## config.mk

```make
export PLATFORM = sky130hd
export DESIGN_NAME = uptpc_ctrl
export DESIGN_NICKNAME = d
export VERILOG_FILES = /design/src/uptpc_ctrl.v /design/src/uptpc_por_filter.v /design/src/uptpc_resistor_map.v
export VERILOG_INCLUDE_DIRS = /design/src
export SDC_FILE = /design/constraint.sdc
export NUM_CORES = 1
export LEC_CHECK = 0
export BUFFER_PORTS_ARGS = -buffer_cell sky130_fd_sc_hd__buf_2
export CAP_MARGIN = 20
export CORE_MARGIN = 1
export CORE_UTILIZATION = 57
export DETAILED_ROUTE_END_ITERATION = 8
export PLACE_DENSITY = 0.83
export SLEW_MARGIN = 10
export SYNTH_ARGS = -nofsm -noshare
export SYNTH_HDL_FRONTEND = slang
export SYNTH_HIERARCHICAL = 1
export SYNTH_SLANG_ARGS = --single-unit
```

## constraint.sdc

```tcl
create_clock -name i_mclk -period 2.97 [get_ports i_mclk]
set_input_delay 0.4455 -clock i_mclk [delete_from_list [all_inputs] [get_ports i_mclk]]
set_output_delay 0.4455 -clock i_mclk [all_outputs]
set_load 0.02 [all_outputs]
```

## src/uptpc_regs.vh

```
`ifndef UPTPC_REGS_VH
`define UPTPC_REGS_VH

// ==========================================================
// Operating mode encodings
`define UPTPC_OPMODE_NORMAL     2'b00
`define UPTPC_OPMODE_TRISTATE   2'b01
`define UPTPC_OPMODE_NOSTUFF    2'b10
// ==========================================================
// Transceiver select encodings
`define UPTPC_XCVR_HS           2'b00
// ==========================================================
// Reset values of control bits (power-up state)
`define UPTPC_RST_XCVR          2'b01
`define UPTPC_RST_TERM          1'b0
`define UPTPC_RST_OPMODE        2'b00
`define UPTPC_RST_PD_A          1'b1
`define UPTPC_RST_PD_B          1'b1
// ==========================================================
// Receive-command field positions
`define UPTPC_RXCMD_LS_LSB      0
`define UPTPC_RXCMD_VB_LSB      2
`define UPTPC_RXCMD_IDLE        8'h00
// ==========================================================
// Timing counts in clock cycles
`define UPTPC_POR_LOW_MIN       16'd8
`define UPTPC_POR_PULSE         16'd16
`define UPTPC_SRST_CYCLES       16'd32
`define UPTPC_LOCK_FILT         16'd4

`endif

```

## src/uptpc_ctrl.v

```verilog
`timescale 1ns/10ps
`include "uptpc_regs.vh"

// Function
// - Resistor enables decoded purely from settings
// - Three-state opmode disables every resistor
// - DP pull-down follows its control bit
// - DM pull-down follows its control bit
// - HS termination when HS select, term 0
// - Pull-up when term 1, DP pull-down 0
// - Host FS states: only pull-downs on
// - Host chirp: pull-downs plus termination
// - OTG chirp: pull-up with DM pull-down
// - Long supply dip makes new POR pulse
// - DIR high until reset and PLL done
// - DIR drops after PLL lock at power-up; the end of a software reset does not check lock
// - DIR high: NXT low, RXCMD on data, or read data in the post-reset slot when valid
// - Software reset holds DIR high throughout
// - Reset end drops DIR, clears bit
// - One RXCMD slot after every software reset, read data when valid
// - RXCMD whenever DIR high, NXT low, except read data in the post-reset slot

module uptpc_ctrl #(
  parameter [15:0] SRST_CYCLES = `UPTPC_SRST_CYCLES,
  parameter [15:0] LOCK_FILT   = `UPTPC_LOCK_FILT
) (
  // Clock and reset
  input  wire       i_mclk,
  input  wire       i_rst_n,
  // Analog status pins
  input  wire       i_supply_ok,
  input  wire       i_pll_lock,
  input  wire [1:0] i_line_state,
  input  wire [1:0] i_vbus_state,
  // Register write port from the ULPI decoder
  input  wire       i_wr_stb,
  input  wire [1:0] i_wr_xcvr_sel,
  input  wire       i_wr_term_sel,
  input  wire [1:0] i_wr_opmode,
  input  wire       i_wr_ctrl_a,
  input  wire       i_wr_ctrl_b,
  input  wire       i_wr_reset,
  // Register read data return
  input  wire       i_rd_valid,
  input  wire [7:0] i_rd_data,
  // Link data bus in
  input  wire [7:0] i_data,
  // ULPI outputs
  output reg        o_dir,
  output reg        o_nxt,
  output reg  [7:0] o_data,
  output reg  [7:0] o_data_oe,
  // Resistor enables
  output reg        o_dp_pullup_enable,
  output reg        o_ctrl_a_enable,
  output reg        o_ctrl_b_enable,
  output reg        o_hs_termination_enable,
  // Status
  output reg        o_reset_bit,
  output reg        o_por
);

  localparam [2:0] ST_POR   = 3'd0;
  localparam [2:0] ST_LOCK  = 3'd1;
  localparam [2:0] ST_SRST  = 3'd2;
  localparam [2:0] ST_RXCMD = 3'd3;
  localparam [2:0] ST_IDLE  = 3'd4;

  // ========================================================
  // Bus ownership decode, shared by the DIR drive and the write gate
  function owns_bus;
    input [2:0] st;
    begin
      owns_bus = (st == ST_POR) || (st == ST_LOCK) ||
                 (st == ST_SRST) || (st == ST_RXCMD);
    end
  endfunction

  // ========================================================
  // Reset release and input synchronisers
  reg        rst_s1;
  reg        rst_s2;
  reg  [1:0] sup_s;
  reg  [1:0] lock_s;
  reg  [1:0] ls_s1;
  reg  [1:0] ls_s2;
  reg  [1:0] vb_s1;
  reg  [1:0] vb_s2;
  wire       rst_n = rst_s2;

  always @(posedge i_mclk or negedge i_rst_n) begin
    if (!i_rst_n) begin
      rst_s1 <= 1'b0;
      rst_s2 <= 1'b0;
    end else begin
      rst_s1 <= 1'b1;
      rst_s2 <= rst_s1;
    end
  end

  always @(posedge i_mclk or negedge rst_n) begin
    if (!rst_n) begin
      sup_s  <= 2'b00;
      lock_s <= 2'b00;
      ls_s1  <= 2'b00;
      ls_s2  <= 2'b00;
      vb_s1  <= 2'b00;
      vb_s2  <= 2'b00;
    end else begin
      sup_s  <= {sup_s[0], i_supply_ok};
      lock_s <= {lock_s[0], i_pll_lock};
      ls_s1  <= i_line_state;
      ls_s2  <= ls_s1;
      vb_s1  <= i_vbus_state;
      vb_s2  <= vb_s1;
    end
  end

  // ========================================================
  // Power-on pulse from the supply monitor
  wire por_pulse;

  uptpc_por_filter #(
    .LOW_MIN (`UPTPC_POR_LOW_MIN),
    .PULSE   (`UPTPC_POR_PULSE)
  ) u_por (
    .i_mclk      (i_mclk),
    .i_rst_n     (rst_n),
    .i_supply_ok (sup_s[1]),
    .o_por       (por_pulse)
  );

  // ========================================================
  // Control bits, reloaded to power-up values on POR
  reg  [1:0] xcvr_sel;
  reg        term_sel;
  reg  [1:0] opmode;
  reg        ctrl_a;
  reg        ctrl_b;
  reg  [2:0] state;
  reg  [2:0] next_state;
  reg [15:0] cnt;
  reg [15:0] next_cnt;

  // Restore and bit clear share the edge that leaves the reset count
  wire srst_done = (state == ST_SRST) && (cnt == 16'h0000);

  always @(posedge i_mclk or negedge rst_n) begin
    if (!rst_n) begin
      xcvr_sel    <= `UPTPC_RST_XCVR;
      term_sel    <= `UPTPC_RST_TERM;
      opmode      <= `UPTPC_RST_OPMODE;
      ctrl_a      <= `UPTPC_RST_PD_A;
      ctrl_b      <= `UPTPC_RST_PD_B;
      o_reset_bit <= 1'b0;
    end else if (por_pulse || srst_done) begin
      // Whole-chip reset restores defaults; the reset bit self-clears
      xcvr_sel    <= `UPTPC_RST_XCVR;
      term_sel    <= `UPTPC_RST_TERM;
      opmode      <= `UPTPC_RST_OPMODE;
      ctrl_a      <= `UPTPC_RST_PD_A;
      ctrl_b      <= `UPTPC_RST_PD_B;
      o_reset_bit <= 1'b0;
    end else if (i_wr_stb && !owns_bus(state)) begin
      // A reset write loads the settings too; the restore overwrites them
      xcvr_sel    <= i_wr_xcvr_sel;
      term_sel    <= i_wr_term_sel;
      opmode      <= i_wr_opmode;
      ctrl_a      <= i_wr_ctrl_a;
      ctrl_b      <= i_wr_ctrl_b;
      o_reset_bit <= i_wr_reset;
    end
  end

  // ========================================================
  // Resistor decode, registered toward the analog pins
  wire dec_pu;
  wire dec_pd_dp;
  wire dec_pd_dm;
  wire dec_term;

  uptpc_resistor_map u_map (
    .i_xcvr_sel              (xcvr_sel),
    .i_term_sel              (term_sel),
    .i_opmode                (opmode),
    .i_ctrl_a                (ctrl_a),
    .i_ctrl_b                (ctrl_b),
    .o_dp_pullup_enable      (dec_pu),
    .o_ctrl_a_enable    (dec_pd_dp),
    .o_ctrl_b_enable    (dec_pd_dm),
    .o_hs_termination_enable (dec_term)
  );

  // Registered so the analog switches never see decode glitches
  always @(posedge i_mclk or negedge rst_n) begin
    if (!rst_n) begin
      o_dp_pullup_enable      <= 1'b0;
      o_ctrl_a_enable    <= 1'b0;
      o_ctrl_b_enable    <= 1'b0;
      o_hs_termination_enable <= 1'b0;
    end else begin
      o_dp_pullup_enable      <= dec_pu;
      o_ctrl_a_enable    <= dec_pd_dp;
      o_ctrl_b_enable    <= dec_pd_dm;
      o_hs_termination_enable <= dec_term;
    end
  end

  // ========================================================
  // Power-up and software-reset sequencer
  always @* begin
    next_state = state;
    next_cnt   = cnt;
    case (state)
      ST_POR: begin
        if (!por_pulse) begin
          next_state = ST_LOCK;
          next_cnt   = LOCK_FILT;
        end
      end
      ST_LOCK: begin
        // Lock must stay asserted a few cycles so a glitch cannot free the bus
        if (!lock_s[1])
          next_cnt = LOCK_FILT;
        else if (cnt != 16'h0000)
          next_cnt = cnt - 16'h0001;
        else
          next_state = ST_IDLE;
      end
      ST_SRST: begin
        if (cnt != 16'h0000)
          next_cnt = cnt - 16'h0001;
        else
          next_state = ST_RXCMD;
      end
      ST_RXCMD: begin
        next_state = ST_IDLE;
      end
      ST_IDLE: begin
        if (i_wr_stb && i_wr_reset) begin
          next_state = ST_SRST;
          next_cnt   = SRST_CYCLES;
        end
      end
      default: begin
        next_state = ST_POR;
      end
    endcase
    // A fresh power-on pulse overrides any state, a running reset included
    if (por_pulse)
      next_state = ST_POR;
  end

  always @(posedge i_mclk or negedge rst_n) begin
    if (!rst_n) begin
      state <= ST_POR;
      cnt   <= 16'h0000;
    end else begin
      state <= next_state;
      cnt   <= next_cnt;
    end
  end

  // ========================================================
  // ULPI pin drive
  // DIR follows the next state so it changes on the same edge as the state
  wire       dir_n = owns_bus(next_state);
  reg  [7:0] rxcmd;
  // Link bus is captured into data_in, which nothing reads; the command decoder sits outside this block
  reg  [7:0] data_in;

  // Only line and session status are reported; the upper bits stay low
  always @* begin
    rxcmd                           = `UPTPC_RXCMD_IDLE;
    rxcmd[`UPTPC_RXCMD_LS_LSB +: 2] = ls_s2;
    rxcmd[`UPTPC_RXCMD_VB_LSB +: 2] = vb_s2;
  end

  always @(posedge i_mclk or negedge rst_n) begin
    if (!rst_n) begin
      o_dir     <= 1'b1;
      o_nxt     <= 1'b0;
      o_data    <= `UPTPC_RXCMD_IDLE;
      o_data_oe <= 8'h00;
      o_por     <= 1'b1;
      data_in   <= 8'h00;
    end else begin
      o_dir     <= dir_n;
      o_nxt     <= 1'b0;
      o_por     <= por_pulse;
      data_in   <= i_data;
      if (dir_n) begin
        o_data_oe <= 8'hff;
        o_data    <= (i_rd_valid && next_state == ST_RXCMD) ? i_rd_data : rxcmd;
      end else begin
        o_data_oe <= 8'h00;
        o_data    <= `UPTPC_RXCMD_IDLE;
      end
    end
  end

endmodule // uptpc_ctrl

```

## src/uptpc_por_filter.v

```verilog
`timescale 1ns/10ps
`include "uptpc_regs.vh"

module uptpc_por_filter #(
  parameter [15:0] LOW_MIN = `UPTPC_POR_LOW_MIN,
  parameter [15:0] PULSE   = `UPTPC_POR_PULSE
) (
  // Clock and reset
  input  wire i_mclk,
  input  wire i_rst_n,
  // Synchronised supply-good level
  input  wire i_supply_ok,
  // Power-on pulse
  output reg  o_por
);

  reg [15:0] low_cnt;
  reg [15:0] pulse_cnt;
  reg        armed;

  // ========================================================
  // Dip filter: only dips longer than LOW_MIN re-arm the pulse
  always @(posedge i_mclk or negedge i_rst_n) begin
    if (!i_rst_n) begin
      low_cnt   <= 16'h0000;
      pulse_cnt <= PULSE;
      armed     <= 1'b0;
      o_por     <= 1'b1;
    end else begin
      if (!i_supply_ok) begin
        if (low_cnt < LOW_MIN)
          low_cnt <= low_cnt + 16'h0001;
        else
          armed <= 1'b1;
      end else begin
        low_cnt <= 16'h0000;
        if (armed) begin
          armed     <= 1'b0;
          pulse_cnt <= PULSE;
          o_por     <= 1'b1;
        end else if (pulse_cnt != 16'h0000) begin
          pulse_cnt <= pulse_cnt - 16'h0001;
          o_por     <= 1'b1;
        end else begin
          o_por     <= 1'b0;
        end
      end
    end
  end

endmodule // uptpc_por_filter

```

## src/uptpc_resistor_map.v

```verilog
`timescale 1ns/10ps
`include "uptpc_regs.vh"

module uptpc_resistor_map (
  // Control
  input  wire [1:0] i_xcvr_sel,
  input  wire       i_term_sel,
  input  wire [1:0] i_opmode,
  input  wire       i_ctrl_a,
  input  wire       i_ctrl_b,
  // Resistor enables
  output reg        o_dp_pullup_enable,
  output reg        o_ctrl_a_enable,
  output reg        o_ctrl_b_enable,
  output reg        o_hs_termination_enable
);

  // ========================================================
  // Pure decode of the settings
  always @* begin
    if (i_opmode == `UPTPC_OPMODE_TRISTATE) begin
      o_dp_pullup_enable      = 1'b0;
      o_ctrl_a_enable    = 1'b0;
      o_ctrl_b_enable    = 1'b0;
      o_hs_termination_enable = 1'b0;
    end else begin
      o_ctrl_a_enable    = i_ctrl_a;
      o_ctrl_b_enable    = i_ctrl_b;
      o_hs_termination_enable = (i_xcvr_sel == `UPTPC_XCVR_HS) && !i_term_sel;
      // Host pull-downs suppress the pull-up; OTG keeps it with only DM down
      o_dp_pullup_enable      = i_term_sel && !i_ctrl_a;
    end
  end

endmodule // uptpc_resistor_map
```

==> flow_summary.json <==
{
  "p_sw_share_pct": 31.43,
  "cts_tree": "yes",
  "rr_startpoint": "u_por/pulse_cnt[6]$_DFFE_PN0P_",
  "wl_per_cell_um": 14.87,
  "cp.arrival_ps": 2630,
  "firstDrtPassIters": 5,
  "synth-simple-area-share_pct": 22.34,
  "outcome": "finished clean",
  "grt_max_degree": 89,
  "slowest_delay_ps": 680,
  "ys_seq_area_share_pct": 55.38,
  "pwr-share-clk_pct": 29.5,
  "numCtsBuffers": 9,
  "start_util_pct": 59.44,
  "post_cts.repair.setup_buffers": 0,
  "path_class": "register to register",
  "nFillCells": 503,
  "ys_ff_latch": 90,
  "cts_max_level": 3,
  "startpoint": "u_por/pulse_cnt[6]$_DFFE_PN0P_",
  "diodes": 0,
  "grt_pass1_vias": 2927,
  "die-area_um2": 7505,
  "drc": 0,
  "portBuffers": 48,
  "crit_fanout": 6,
  "peakVddDrop_mv": 0.4854,
  "startpoint_type": "register",
  "drv_cap": 0,
  "muxShareOfSynthArea_pct": 2.268,
  "drv_slew": 0,
  "max_freq_ghz": 0.4256,
  "fin_ws_ps": 620.3,
  "synth_top_family_by_area": "simple AND/OR/NAND/NOR gates",
  "dp_slack_ps": 650.9,
  "final_common_cell": "dfrtp_1",
  "worstMarginPinSlew_ps": 823.8,
  "grt_pass1_wl_um": 13010,
  "power.net_switching_w": 0.0009685,
  "slew_headroom_pct": 44.88,
  "p_per_area_nw_per_um2": 667.0,
  "clkTransAtPathRegs_ps": 90,
  "antenna_found_initial": 0,
  "end_kind": "register",
  "p_int_w": 0.002113,
  "crit_chain": "or4_1, or3_1, or4_1, a21oi_1",
  "dieWidth_um": 86.63,
  "finalSetupViolCount": 0,
  "postCtsResizedCells": 0,
  "via_count": 3049,
  "final_layout_size_suffix_gt1_share_pct": 22.32,
  "fin_setup_tns_ps": 0,
  "hold_path_depth": 1,
  "crit_path_frequent_cell": "or4_1",
  "synth_area_um2": 4083,
  "crit_required_ps": 3250,
  "pwr-share-seq_pct": 48.8,
  "synth_xor_area_share_pct": 0.2145,
  "synthesis.instances": 390,
  "fin_crit_sh_pct": 79.11,
  "clock_skew_ps": 15.33,
  "drtIter0Drc": 217,
  "grt_usage_pct": 22.44,
  "crit_slowest_cell": "or4_1",
  "gr-total-overflow": 0,
  "clkLatencyLatePin_ps": 370,
  "core_um2": 6869,
  "dp_hpwl_um": 5297,
  "hold_class": "primary input to register",
  "synth_edf_count": 0,
  "p_leak_nw": 2.024,
  "ff2ff_path_depth": 4,
  "syn_to_final_growth_pct": 13.15,
  "power_w": 0.003081,
  "die_h_um": 86.63,
  "routed_wirelength_um": 7955,
  "avgViaCountPerCell": 5.699,
  "syn-num-nets": 427,
  "syn_area_per_cell_um2": 10.47,
  "rows": 30,
  "min_period_ps": 2350,
  "postRouteAntennaNets": 0,
  "yosys.cell_types.count": 63,
  "fin_nets": 471,
  "seqCellArea_um2": 2265,
  "layout_common_cells": "82 x dfrtp_1, 48 x buf_2, 34 x nand2_1, 34 x nor2_1, 23 x a21oi_1",
  "power_frac_comb_pct": 21.7,
  "synth_top_flop_cell": "dfrtp_1",
  "synth_fa_ha_area_share_pct": 0.9194,
  "yosysWarningCount": 6,
  "clock-sinks": 90,
  "pin_count": 58,
  "hold_viol": 0,
  "cts-root-buf": "clkbuf_8",
  "ys_async_sr_fraction_pct": 100.0,
  "cts.path.max_buffers": 2,
  "gp_congestion": 0.8273,
  "multi_input_area_um2": 1655,
  "grt_setup_unrepaired": "false",
  "hold_start": "i_supply_ok",
  "synth_compound_area_share_pct": 14.62,
  "final_util_pct": 67.25
}
[worst max-delay path: cells and delay by family (launching register included)]
| kind | cells | cell delay (ps) |
|---|---|---|
| and+or+nand+nor | 3 | 1660 |
| AOI/OAI and AO/OA | 1 | 180 |
| DFF | 1 | 430 |
[per-layer routing]
layer,up-vias,part of all wire (%),track usage [%]
met5,-,0,0
met4,0,1.5,7.576
met3,16,3.9,6.286
met2,81,52,39.39
met1,1481,42,26.59
li1,1471,-,-
[timing repair]
item                                    in CTS  in global routing
hold buffers                                 1                  0
endpoints found under the setup margin       0                  0
hold endpoints to repair                     2                  0
[flip-flops by register name, indices dropped and copies added, names as in the netlist, 2 cells and up]
signal and flops:
cnt 16, lock_s 2, ls_s1 2, ls_s2 2
o_data 8, opmode 2, state 3, sup_s 2
u_por/low_cnt 16, u_por/pulse_cnt 16, vb_s1 2, vb_s2 2
xcvr_sel 2
[power groups by stage]
stage               combinational (W)  clock, W  sequential (W)
finish                       0.000669  0.000908         0.00150
global route                 0.000735  0.000975         0.00153
CTS                          0.000644  0.000924         0.00151
detailed placement           0.000639         0         0.00153
global placement             0.000607         0         0.00152
floorplan                    0.000496         0         0.00150
[cell usage after synthesis, types with 4 or more instances]
library cell | instances | area (um2)
mux2i_1 | 7 | 70.07
nand4_1 | 5 | 31.28
dfstp_2 | 7 | 183.9
dfrtp_1 | 83 | 2077
nand3_1 | 9 | 45.04
buf_4 | 8 | 60.06
nor3_1 | 14 | 70.07
nor2b_1 | 15 | 93.84
nand3b_1 | 4 | 30.03
a211oi_1 | 4 | 30.03
and2_1 | 7 | 43.79
o211ai_1 | 4 | 30.03
o21ai_0 | 22 | 110.1
nor2_1 | 34 | 127.6
a31oi_1 | 6 | 37.54
nor4_1 | 4 | 25.02
or3_1 | 6 | 37.54
clkbuf_1 | 11 | 41.29
nand2_1 | 34 | 127.6
a21oi_1 | 23 | 115.1
inv_1 | 16 | 60.06
[final cells by class]
| cell class | instances | share of cell area, % |
|---|---|---|
| sequential | 90 | 49.02 |
| multi-input combinational | 264 | 35.83 |
| timing repair buffer | 53 | 6.501 |
| clock buffer | 10 | 2.763 |
| tap | 96 | 2.600 |
| clock inverter | 6 | 1.977 |
| inverter | 16 | 1.300 |
[final timing paths]
path / end / slack [ps]
worst max-delay path: u_por/pulse_cnt[14]$_DFFE_PN0P_ / 620
worst min-delay path: sup_s[0]$_DFF_PN0_ / 180
worst max register to register: u_por/pulse_cnt[14]$_DFFE_PN0P_ / 620
worst min register to register: cnt[8]$_DFFE_PN0P_ / 300
max in group asynchronous: u_por/pulse_cnt[4]$_DFFE_PN1P_ / 1990
min in group asynchronous: cnt[8]$_DFFE_PN0P_ / 300
[per-stage QoR]
stage | cell area [um2] | cells | hold slack [ps]
6_report | 4619 | 535 | 182.6
4_1_cts | 4592 | 534 | 171.1
2_1_floorplan | 4083 | 390 | 149.9
5_1_grt | 4619 | 535 | 161.9
3_3_place_gp | 4363 | 517 | 232.1
3_5_place_dp | 4363 | 517 | 231.6
[cells by family after synthesis]
family                     count (synthesis)
AOI/OAI and AO/OA                         87
other                                      2
DFF                                       90
and+or+nand+nor                          162
muxes                                      9
xor gates and xnor gates                   1
buffers and inverters                     36
adders and majority gates                  3
(Power assumes the default switching activity.)
